[config.mk]
export PLATFORM = sky130hd
export DESIGN_NAME = dsm_monitor
export DESIGN_NICKNAME = d
export VERILOG_FILES = /design/src/inc/dsm_pkg.sv /design/src/hdl/dsm_sync.sv /design/src/hdl/dsm_monitor.sv
export SDC_FILE = /design/constraint.sdc
export NUM_CORES = 1
export LEC_CHECK = 0
export BUFFER_PORTS_ARGS = -buffer_cell sky130_fd_sc_hd__buf_2
export CAP_MARGIN = 10
export CORE_ASPECT_RATIO = 1.4
export CORE_MARGIN = 5
export CORE_UTILIZATION = 55
export CTS_BUF_LIST = sky130_fd_sc_hd__clkbuf_4 sky130_fd_sc_hd__clkbuf_8
export DETAILED_ROUTE_END_ITERATION = 8
export PLACE_DENSITY = 0.87
export SKIP_CTS_REPAIR_TIMING = 1
export SLEW_MARGIN = 20
export SYNTH_ARGS = -nofsm -noshare
export SYNTH_HDL_FRONTEND = slang
export SYNTH_SLANG_ARGS = --single-unit
[constraint.sdc]
create_clock -name core_clk -period 48.4 [get_ports core_clk]
set_input_delay 2.42 -clock core_clk [delete_from_list [all_inputs] [get_ports core_clk]]
set_output_delay 2.42 -clock core_clk [all_outputs]
set_load 0.005 [all_outputs]
[src/inc/dsm_pkg.sv]
// constants, register map and carrier types of the drive status monitor mux
package dsm_pkg;

   localparam int ITEM_W = 4;
   localparam int DATA_W = 32;
   localparam int CFG_W = 16;
   localparam int WORD_W = 20;
   localparam int ADDR_W = 4;

   // register offsets
   localparam logic [ADDR_W-1:0] REG_ITEM = 4'h0;
   localparam logic [ADDR_W-1:0] REG_CFG = 4'h1;
   localparam logic [ADDR_W-1:0] REG_VALUE = 4'h2;

   // reset values
   localparam logic [ITEM_W-1:0] ITEM_RST = 4'h0;
   localparam logic [CFG_W-1:0] CFG_RST = 16'h0000;

   // configuration bit positions and position error scale divisor
   localparam int CFG_REV_BIT = 0;
   localparam int CFG_PULSE_INV_BIT = 13;
   localparam int CFG_ERR_SCALE_BIT = 14;
   localparam logic signed [DATA_W-1:0] ERR_SCALE_DIV = 32'sh00000064;

   // monitor item numbers
   localparam logic [ITEM_W-1:0] ITEM_ACT_SPEED = 4'h0;
   localparam logic [ITEM_W-1:0] ITEM_TGT_SPEED = 4'h1;
   localparam logic [ITEM_W-1:0] ITEM_TORQUE = 4'h2;
   localparam logic [ITEM_W-1:0] ITEM_U_PULSES = 4'h3;
   localparam logic [ITEM_W-1:0] ITEM_ELEC_ANGLE = 4'h4;
   localparam logic [ITEM_W-1:0] ITEM_WORD_ONE = 4'h5;
   localparam logic [ITEM_W-1:0] ITEM_WORD_TWO = 4'h6;
   localparam logic [ITEM_W-1:0] ITEM_CMD_SPEED = 4'h7;
   localparam logic [ITEM_W-1:0] ITEM_POS_ERR = 4'h8;
   localparam logic [ITEM_W-1:0] ITEM_CMD_COUNT = 4'h9;
   localparam logic [ITEM_W-1:0] ITEM_WORD_THREE = 4'ha;
   localparam logic [ITEM_W-1:0] ITEM_WORD_FOUR = 4'hb;
   localparam logic [ITEM_W-1:0] ITEM_WORD_FIVE = 4'hc;
   localparam logic [ITEM_W-1:0] ITEM_SW_POS = 4'hd;
   localparam logic [ITEM_W-1:0] ITEM_SW_SPD = 4'he;
   localparam logic [ITEM_W-1:0] ITEM_CUR_POS = 4'hf;

   // connector and encoder pin levels, asynchronous to core_clk
   typedef struct packed {
      logic enc_a;
      logic enc_b;
      logic enc_c;
      logic enc_u;
      logic enc_v;
      logic enc_w;
      logic line_pg_c;
      logic cmd_pulse_a;
      logic cmd_pulse_b;
      logic servo_on_in_n;
      logic prop_ctrl_in_n;
      logic fwd_overtravel_in;
      logic rev_overtravel_in;
      logic homing_in_n;
      logic manual_in_n;
      logic pulse_in_n;
      logic jog_fwd_in_n;
      logic jog_rev_in_n;
      logic reset_in_n;
      logic second_speed_in_n;
      logic third_speed_in_n;
      logic latch_in_n;
      logic auto_start_in_n;
      logic alarm_clear_in_n;
      logic stop_in_n;
      logic [11:0] code_data_in_n;
      logic [1:0] dir_select_in_n;
      logic [1:0] pos_select_in_n;
   } dsm_pins_t;

   // internal flags from the control core, same clock
   typedef struct packed {
      logic servo_alarm;
      logic dyn_brake;
      logic rotating;
      logic pos_done;
      logic p_ctrl;
      logic fwd_ilim;
      logic rev_ilim;
      logic motor_power;
      logic ilim;
      logic brake_release;
      logic overload_warn;
      logic main_power;
      logic servo_ready;
      logic enc_incremental;
   } dsm_flags_t;

   // output contact levels driven by the drive, same clock
   typedef struct packed {
      logic auto_latch_out_n;
      logic manual_latch_out_n;
      logic [1:0] position_out_n;
      logic [3:0] alarm_code_out_n;
      logic error_out_n;
      logic [4:0] point_out_n;
   } dsm_outs_t;

   // numeric quantities from the control core, same clock
   typedef struct packed {
      logic signed [DATA_W-1:0] act_speed;
      logic signed [DATA_W-1:0] tgt_speed;
      logic signed [15:0] torque_pct;
      logic [15:0] elec_angle;
      logic signed [DATA_W-1:0] cmd_speed;
      logic signed [DATA_W-1:0] pos_error;
      logic signed [DATA_W-1:0] sw_pos;
      logic signed [DATA_W-1:0] sw_spd;
      logic signed [DATA_W-1:0] cur_pos;
      logic cmd_step_up;
      logic cmd_step_down;
   } dsm_numeric_t;

   // register port from host or panel
   typedef struct packed {
      logic [ADDR_W-1:0] addr;
      logic [DATA_W-1:0] wdata;
      logic wr;
      logic rd;
   } dsm_bus_req_t;

   // displayed item towards the panel
   typedef struct packed {
      logic [ITEM_W-1:0] item;
      logic [DATA_W-1:0] value;
   } dsm_display_t;

   typedef struct packed {
      logic [ITEM_W-1:0] item;
      logic [CFG_W-1:0] cfg;
      logic [DATA_W-1:0] rdata;
      dsm_display_t disp;
      logic [WORD_W-1:0] word_one;
      logic [WORD_W-1:0] word_two;
      logic [WORD_W-1:0] word_three;
      logic [WORD_W-1:0] word_four;
      logic [WORD_W-1:0] word_five;
      logic signed [DATA_W-1:0] u_pulses;
      logic [15:0] cmd_count;
      logic [1:0] prev_ab;
      logic prev_u;
   } dsm_state_t;

endpackage

[src/hdl/dsm_sync.sv]
// two flip-flop synchroniser for asynchronous pin levels
`timescale 1ns/10ps
module dsm_sync #(
   parameter int W = 1
) (
   input wire logic core_clk,
   input wire logic rst,
   input wire logic [W-1:0] async_in,
   output logic [W-1:0] sync_out
);
   typedef struct packed {
      logic [W-1:0] meta;
      logic [W-1:0] stable;
   } dsm_sync_state_t;

   dsm_sync_state_t st;
   dsm_sync_state_t next_st;

   always_comb begin
      next_st = st;
      next_st.meta = async_in;
      next_st.stable = st.meta;
   end

   always_ff @(posedge core_clk) begin
      if (rst) begin
         st <= '0;
      end else begin
         st <= next_st;
      end
   end

   assign sync_out = st.stable;
endmodule

[src/hdl/dsm_monitor.sv]
// drive status monitor: item select, numeric items and bit display words
`timescale 1ns/10ps
module dsm_monitor (
   input wire logic core_clk,
   input wire logic rst,
   input wire dsm_pkg::dsm_bus_req_t bus_req,
   output logic [dsm_pkg::DATA_W-1:0] bus_rdata,
   input wire dsm_pkg::dsm_pins_t pin_in,
   input wire dsm_pkg::dsm_flags_t core_flags,
   input wire dsm_pkg::dsm_outs_t core_outs,
   input wire dsm_pkg::dsm_numeric_t core_num,
   output dsm_pkg::dsm_display_t display
);
   import dsm_pkg::*;

   dsm_state_t st;
   dsm_state_t next_st;
   dsm_pins_t pins;

   // address decode shared by write and read paths
   function automatic logic reg_hit(
      input logic [ADDR_W-1:0] addr,
      input logic [ADDR_W-1:0] offset
   );
      reg_hit = (addr == offset);
   endfunction

   // pins pass two flops before any logic looks at them
   dsm_sync #(
      .W($bits(dsm_pins_t))
   ) u_pin_sync (
      .core_clk(core_clk),
      .rst(rst),
      .async_in(pin_in),
      .sync_out(pins)
   );

   always_comb begin
      logic [1:0] cur_ab;
      logic ab_step;
      logic ab_fwd;
      logic u_edge;
      logic signed [DATA_W-1:0] err_scaled;
      logic [DATA_W-1:0] value;
      cur_ab = '0;
      ab_step = 1'h0;
      ab_fwd = 1'h0;
      u_edge = 1'h0;
      err_scaled = '0;
      value = '0;
      next_st = st;

      // register writes
      if (bus_req.wr) begin
         if (reg_hit(bus_req.addr, REG_ITEM)) begin
            next_st.item = bus_req.wdata[ITEM_W-1:0];
         end
         if (reg_hit(bus_req.addr, REG_CFG)) begin
            next_st.cfg = bus_req.wdata[CFG_W-1:0];
         end
      end

      // status word one
      next_st.word_one = {
         1'h0,
         pins.rev_overtravel_in,
         pins.fwd_overtravel_in,
         ~pins.prop_ctrl_in_n,
         ~pins.servo_on_in_n,
         ~pins.enc_w & core_flags.enc_incremental,
         ~pins.enc_v & core_flags.enc_incremental,
         ~pins.enc_u & core_flags.enc_incremental,
         ~pins.enc_c,
         ~pins.enc_b,
         ~pins.enc_a,
         core_flags.motor_power,
         core_flags.rev_ilim,
         core_flags.fwd_ilim,
         core_flags.p_ctrl,
         core_flags.pos_done,
         core_flags.rotating,
         st.cfg[CFG_REV_BIT],
         core_flags.dyn_brake,
         core_flags.servo_alarm
      };

      // status word two
      next_st.word_two = {
         12'h000,
         core_flags.servo_ready,
         core_flags.main_power,
         core_flags.overload_warn,
         core_flags.brake_release,
         core_flags.ilim,
         ~pins.line_pg_c,
         pins.cmd_pulse_b ^ st.cfg[CFG_PULSE_INV_BIT],
         pins.cmd_pulse_a ^ st.cfg[CFG_PULSE_INV_BIT]
      };

      // status word three
      next_st.word_three = {
         8'h00,
         ~pins.stop_in_n,
         ~pins.alarm_clear_in_n,
         ~pins.auto_start_in_n,
         ~pins.latch_in_n,
         ~pins.third_speed_in_n,
         ~pins.second_speed_in_n,
         ~pins.reset_in_n,
         ~pins.jog_rev_in_n,
         ~pins.jog_fwd_in_n,
         ~pins.pulse_in_n,
         ~pins.manual_in_n,
         ~pins.homing_in_n
      };

      // status word four
      next_st.word_four = {
         4'h0,
         ~pins.pos_select_in_n,
         ~pins.dir_select_in_n,
         ~pins.code_data_in_n
      };

      // status word five
      next_st.word_five = {
         6'h00,
         ~core_outs.point_out_n,
         ~core_outs.error_out_n,
         ~core_outs.alarm_code_out_n,
         ~core_outs.position_out_n,
         ~core_outs.manual_latch_out_n,
         ~core_outs.auto_latch_out_n
      };

      // x4 quadrature count, cleared on phase u rising edge
      cur_ab = {pins.enc_a, pins.enc_b};
      next_st.prev_ab = cur_ab;
      next_st.prev_u = pins.enc_u;
      ab_step = (cur_ab[1] ^ st.prev_ab[1]) ^ (cur_ab[0] ^ st.prev_ab[0]);
      ab_fwd = st.prev_ab[1] ^ cur_ab[0];
      u_edge = pins.enc_u & ~st.prev_u;
      if (u_edge) begin
         next_st.u_pulses = '0;
      end else if (ab_step) begin
         if (ab_fwd) begin
            next_st.u_pulses = st.u_pulses + 32'sh00000001;
         end else begin
            next_st.u_pulses = st.u_pulses - 32'sh00000001;
         end
      end

      // command pulse counter, 16-bit wrap
      if (core_num.cmd_step_up & ~core_num.cmd_step_down) begin
         next_st.cmd_count = st.cmd_count + 16'h0001;
      end else if (core_num.cmd_step_down & ~core_num.cmd_step_up) begin
         next_st.cmd_count = st.cmd_count - 16'h0001;
      end

      // position error scaling
      if (st.cfg[CFG_ERR_SCALE_BIT]) begin
         err_scaled = core_num.pos_error / ERR_SCALE_DIV;
      end else begin
         err_scaled = core_num.pos_error;
      end

      // selected item
      case (st.item)
         ITEM_ACT_SPEED: begin
            value = core_num.act_speed;
         end
         ITEM_TGT_SPEED: begin
            value = core_num.tgt_speed;
         end
         ITEM_TORQUE: begin
            value = {{16{core_num.torque_pct[15]}}, core_num.torque_pct};
         end
         ITEM_U_PULSES: begin
            value = st.u_pulses;
         end
         ITEM_ELEC_ANGLE: begin
            value = {16'h0000, core_num.elec_angle};
         end
         ITEM_WORD_ONE: begin
            value = {12'h000, st.word_one};
         end
         ITEM_WORD_TWO: begin
            value = {12'h000, st.word_two};
         end
         ITEM_CMD_SPEED: begin
            value = core_num.cmd_speed;
         end
         ITEM_POS_ERR: begin
            value = err_scaled;
         end
         ITEM_CMD_COUNT: begin
            value = {16'h0000, st.cmd_count};
         end
         ITEM_WORD_THREE: begin
            value = {12'h000, st.word_three};
         end
         ITEM_WORD_FOUR: begin
            value = {12'h000, st.word_four};
         end
         ITEM_WORD_FIVE: begin
            value = {12'h000, st.word_five};
         end
         ITEM_SW_POS: begin
            value = core_num.sw_pos;
         end
         ITEM_SW_SPD: begin
            value = core_num.sw_spd;
         end
         ITEM_CUR_POS: begin
            value = core_num.cur_pos;
         end
         default: begin
            value = '0;
         end
      endcase
      next_st.disp.item = st.item;
      next_st.disp.value = value;

      // register reads, data in the following cycle only
      next_st.rdata = '0;
      if (bus_req.rd) begin
         if (reg_hit(bus_req.addr, REG_ITEM)) begin
            next_st.rdata = {{(DATA_W-ITEM_W){1'h0}}, st.item};
         end else if (reg_hit(bus_req.addr, REG_CFG)) begin
            next_st.rdata = {{(DATA_W-CFG_W){1'h0}}, st.cfg};
         end else if (reg_hit(bus_req.addr, REG_VALUE)) begin
            next_st.rdata = st.disp.value;
         end
      end
   end

   always_ff @(posedge core_clk) begin
      if (rst) begin
         st <= '0;
         st.item <= ITEM_RST;
         st.cfg <= CFG_RST;
      end else begin
         st <= next_st;
      end
   end

   assign bus_rdata = st.rdata;
   assign display = st.disp;
endmodule

==> results of run 1 <==
cell type report:
cell class | instances | area (um2) | area share
antenna | 7 | 17.5 | 0.000759
clock buffer | 66 | 852 | 0.0369
clock inverter | 12 | 136 | 0.00591
inverter | 37 | 139 | 0.00602
multi-input combinational | 1959 | 13200 | 0.574
sequential | 290 | 5810 | 0.252
tap | 467 | 584 | 0.0253
timing repair buffer | 446 | 2310 | 0.100
layer usage:
layer  GRT usage  vias up  part of all wire
li1            -     9801                 -
met1       0.424    10000              0.36
met2       0.604     1294              0.47
met3      0.0785      295             0.099
met4       0.203       14             0.069
met5           0        -           0.00098
worst paths after layout:
path,start,to,depth (start not counted)
setup reg to reg,u_pin_sync.sync_out[39],st[50],37
hold / removal,u_pin_sync.sync_out[38],st[142],1
setup / recovery,core_num[98],display[18],73
hold reg to reg,u_pin_sync.sync_out[38],st[142],1
critical path: cells and delay by family:
family / cells / cell delay [ns]
AOI/OAI and AO/OA: 41 / 13.82
muxes: 3 / 1.19
buffers and inverters: 4 / 0.65
and+or+nand+nor: 18 / 5.41
xor gates and xnor gates: 4 / 1.61
adders and majority gates: 3 / 0.86
through the flow:
step	hold WS (ns)	area, um2	std cells
after floorplan	0.363	20100	2478
after global placement	0.365	22100	3199
after detailed placement	0.367	22100	3199
after CTS	0.376	23100	3277
after global routing	0.396	23100	3282
final	0.374	23100	3284
synthesized netlist by cell type (all sizes together) (9+ instances only):
master   instances
a2111oi         13
a211oi          35
a21o            33
a21oi          181
a221oi          46
a222oi          19
a22o            22
a22oi           96
a31oi           34
and2            22
and3            25
buf             83
clkbuf         109
dfxtp          290
ha              47
inv             36
mux2            19
mux2i           29
nand2          159
nand2b          18
nand3           66
nand4           25
nor2           295
nor2b          117
nor3            96
nor4            19
o211a           11
o211ai          22
o21a            11
o21ai           81
o21bai          30
o221ai          13
o22ai            9
o31ai           24
o32ai           11
o41ai           11
or2             18
or3             17
xnor2          119
xor2            43
registers in the layout (all words and copies together) (netlist names):
register,flops
bus_rdata,32
display,36
st,135
u_pin_sync.sync_out,41
next_st,5
u_pin_sync.next_st,41
logic make-up (layout without fill, tap and decap cells):
kind of cell,Yosys count,in the layout
other,0,7
muxes,48,48
AOI/OAI and AO/OA,791,791
buffers and inverters,229,561
DFF,290,290
xor gates and xnor gates,163,163
and+or+nand+nor,905,905
adders and majority gates,52,52
==> results.md, run 1 <==
- Mux share of post-synthesis cell area: 0.0259
- Initial antenna violation count: 14
- # rows: 83
- Register-to-register setup slack: 41.02 ns
- Slew @ Worst Pin: 1.08 ns
- Largest net degree at the start of global routing: 101
- Total die area: 0.0405 mm2
- YS warnings: 0
- Port Buffer Count: 418
- Adder-Cell Fraction of Synth Area: 0.0327
- Layout cells sized above 1: 0.231
- Synth Area in Simple Gates: 0.223
- Post-Synth XOR/XNOR Area: 0.0760
- Final wirelength: 76.4 mm
- Achievable Freq: 0.0391 GHz
- First-pass GRT wire length: 116 mm
- CTS tree: built
- Register area share after synthesis: 0.289
- Most frequent cells in the layout: buf_2, dfxtp_1, nor2_1
- Grt ovf: 0
- Vias in the first global route: 20900
- Via/cell ratio: 6.53
- Hold Vio Cnt, Final: 0
- Post-synthesis async set-or-reset flop share: 0
- Worst setup EP type: register
- Worst Clk Skew: 0.0311 ns
- Post-DP HPWL: 59.3 mm
- Hold crit path type: register to register
- Synth unique cells: 125
- Compound-Gate Fraction of Synth Area: 0.297
- Cells after synthesis: 2478
- Relative slew slack: 0.277
- Avg WL per Cell: 23.3 um
- Synth Cell Area: 0.0201 mm2
- Worst EP arrival: 26.01 ns
- Max Cap Viol: 0
- Clock slew at reported path FFs: 0.06 ns
- Final setup margin: 22.82 ns
- Tot GR Track Use: 0.361
- Finished Core Util: 0.633
- Req. time, crit path: 48.83 ns
- Pre-CTS setup slack: 22.85 ns
- Worst skew pair latency: 0.61 ns
- Largest family of logic cells by synthesized area: compound AO/OA/AOI/OAI gates
- Tmin final: 25.58 ns
- # H-tree levels: 2
- Post-synth EDFFs: 0
- Mean post-synth cell area: 8.12 um2
- Syn Nets: 2894
- Final #Nets: 3195
- Max stage delay on crit path: 0.83 ns
- Root buf cell: clkbuf_8
- Largest area contributor in the netlist: dfxtp_1
- Final GP Congestion: 0.985
- Status: finished, violations left
- # fillers: 3126
- P&R area growth vs syn: 14.8%
- Failing checks: design-rule violations
- Clk buf depth: 3
- Die Wd: 172 um
- Total CTS buffers: 45
- Initial core utilization: 0.552
- Drt drc: 6
- Period utilisation layout: 0.528
- Crit-path slowest cell: a21oi_1
- Slew Viols, Final: 0
- WS Path Type: input port to register
- #FFs+latches synth: 290
- Setup total negative slack: 0 ns
- Post-DRT Antenna Nets: 0
- Synth area leaders: dfxtp_1, nor2_1, xnor2_1
- Core area: 0.0365 mm2
- Crit Path Max Fanout: 13
- Vias: 21400
- Synth top area share: 0.289
- Die Height: 236 um
- Sink Count: 290
- # setup viols final: 0
- Synth Flop Type: dfxtp_1
- TritonRoute pass-1 iters: 9
- CP startpoint kind: input port
- Initial drt markers: 2091
- Commonest non-fill, non-tap cell in the layout: buf_2
- RSZ-0062 raised after global routing: false
- I/O pin total: 435
Power of run 1 is not shown: default switching activity piles up to over one toggle a cycle in this logic, so the estimate is an artifact.
==> run 2: changes to the inputs <==
clock period = 24.7 ns   (was 48.4 ns; I/O delays follow)
==> run 2 against run 1 <==
The run still ends with design-rule violations left. Global-route usage decreased by 0.15 points. Sequential share of layout area is 0.12 points lower. Critical path depth did not move. Die area unchanged. Worst setup slack worse by 21 ns. Cell count rose by 0.27%.
==> results.md, run 2 (synthesis results as in run 1) <==
- Status: finished, violations left (unchanged)
- Failing checks: design-rule violations (unchanged)
- Max stage delay on crit path: 0.92 ns (was 0.83 ns)
- Total CTS buffers: 45 (unchanged)
- Biggest register: st (unchanged)
- First-pass GRT wire length: 116 mm (about the same)
- Clk buf depth: 3 (unchanged)
- Port Buffer Count: 418 (unchanged)
- Total die area: 0.0405 mm2 (unchanged)
- Tot GR Track Use: 0.360 (was 0.361)
- Grt ovf: 0 (unchanged)
- Post-DRT Antenna Nets: 0 (unchanged)
- # fillers: 3181 (was 3126)
- # H-tree levels: 2 (unchanged)
- Layout cells sized above 1: 0.234 (was 0.231)
- Via/cell ratio: 6.54 (was 6.53)
- P&R area growth vs syn: 15.3% (was 14.8%)
- Final GP Congestion: 1.01 (was 0.985)
- Drt drc: 2 (was 6)
- Sequential cell area: 0.00581 mm2 (unchanged)
- I/O pin total: 435 (unchanged)
- Final #Nets: 3200 (was 3195)
- Post-Layout Cell Count: 3293 (was 3284)
- Initial antenna violation count: 16 (was 14)
- Tmin final: 23.25 ns
- Design Area, Final: 0.0232 mm2 (was 0.0231 mm2)
- Max Cap Viol: 0 (unchanged)
- R2r startpoint: u_pin_sync.sync_out[39] (unchanged)
- Worst Clk Skew: 0.0284 ns (was 0.0311 ns)
- # setup viols final: 0 (unchanged)
- WS Path Type: input port to register (unchanged)
- Initial drt markers: 2339 (was 2091)
- Crit path from: core_num[98] (unchanged)
- Vias: 21500 (was 21400)
- # rows: 83 (unchanged)
- Avg WL per Cell: 23.4 um (was 23.3 um)
- Crit Path Max Fanout: 10 (was 13)
- Worst setup path endpoint: display[18] (unchanged)
- Worst EP arrival: 23.71 ns (was 26.01 ns)
- Relative slew slack: 0.235 (was 0.277)
- Worst setup EP type: register (unchanged)
- TritonRoute pass-1 iters: 9 (unchanged)
- Core area: 0.0365 mm2 (unchanged)
- Commonest non-fill, non-tap cell in the layout: buf_2 (unchanged)
- Final wirelength: 77.0 mm (was 76.4 mm)
- Die Height: 236 um (unchanged)
- Slew @ Worst Pin: 1.14 ns (was 1.08 ns)
- Clock slew at reported path FFs: 0.06 ns (about the same)
- WHS: 0.372 ns (was 0.374 ns)
- CP startpoint kind: input port (unchanged)
- Worst skew pair latency: 0.61 ns (about the same)
- Die Wd: 172 um (unchanged)
- Achievable Freq: 0.0430 GHz
- RSZ-0062 raised after global routing: false (unchanged)
- Hold crit path type: register to register (unchanged)
- Register-to-register setup slack: 17.13 ns (was 41.02 ns)
- Root buf cell: clkbuf_8 (unchanged)
- Crit-path slowest cell: a221oi_1 (was a21oi_1)
- Sink Count: 290 (unchanged)
- CTS tree: built (unchanged)
- FF-to-FF End: st[50] (unchanged)
- Post-DP HPWL: 59.6 mm (was 59.3 mm)
- Period utilisation layout: 0.941
- Vias in the first global route: 20900 (about the same)
- Slew Viols, Final: 0 (unchanged)
- Largest net degree at the start of global routing: 103 (was 101)
- Post-Place Cells: 3204 (was 3199)
- Req. time, crit path: 25.15 ns (was 48.83 ns)
- Max reg flops: 135 (unchanged)
- Setup total negative slack: 0 ns (unchanged)
- Area of the multi-input gates: 0.0133 mm2 (was 0.0132 mm2)
- Reg2reg path depth: 38 (was 37)
- Post-Place Cell Area: 0.0221 mm2 (about the same)
- Most frequent cells in the layout: buf_2, dfxtp_1, nor2_1 (unchanged)
- Hold Vio Cnt, Final: 0 (unchanged)
- Initial core utilization: 0.552 (unchanged)
==> run 2: how the worst min path moves through the flow <==
stage / start / endpoint / cells after the start
floorplan: u_pin_sync.sync_out[18] / st[100] / 1
global placement: u_pin_sync.sync_out[1] / st[86] / 1
detailed placement: u_pin_sync.sync_out[17] / st[101] / 1
CTS: u_pin_sync.sync_out[20] / st[98] / 1
global route: u_pin_sync.sync_out[31] / st[146] / 1
finish: u_pin_sync.sync_out[20] / st[98] / 1
==> run 2: area by class of cell <==
type	instances	share of cell area
diodes	11	0.00119
clock buffers	58	0.0317
clock inverters	20	0.0112
inverters	37	0.00599
multi-input cells	1959	0.573
flip-flops and latches	290	0.250
well taps	467	0.0252
repair buffers	451	0.101
==> run 2: per-layer routing <==
metal / global-route usage / vias to the layer above / share of wire
met1: 0.414 / 10000 / 0.35
met2: 0.597 / 1377 / 0.47
met3: 0.0877 / 314 / 0.11
met5: 0 / - / 0.00090
met4: 0.217 / 10 / 0.073
li1: - / 9814 / -
==> run 2: stage by stage <==
stage                util  setup slack [ns]
floorplan               -              5.18
global placement    0.606              1.46
detailed placement  0.606             0.981
CTS                 0.634              1.54
global route        0.636            0.0120
finish              0.636              1.45
==> run 2: critical path, delay by kind of cell <==
family / cells / cell delay (ns)
fa+ha+maj: 2 / 0.38
buf+inv: 3 / 0.46
compound gates: 37 / 13.53
xor+xnor: 4 / 1.04
simple gates: 24 / 5.94
mux: 3 / 1.02
Power of run 2 is left out for the same reason.
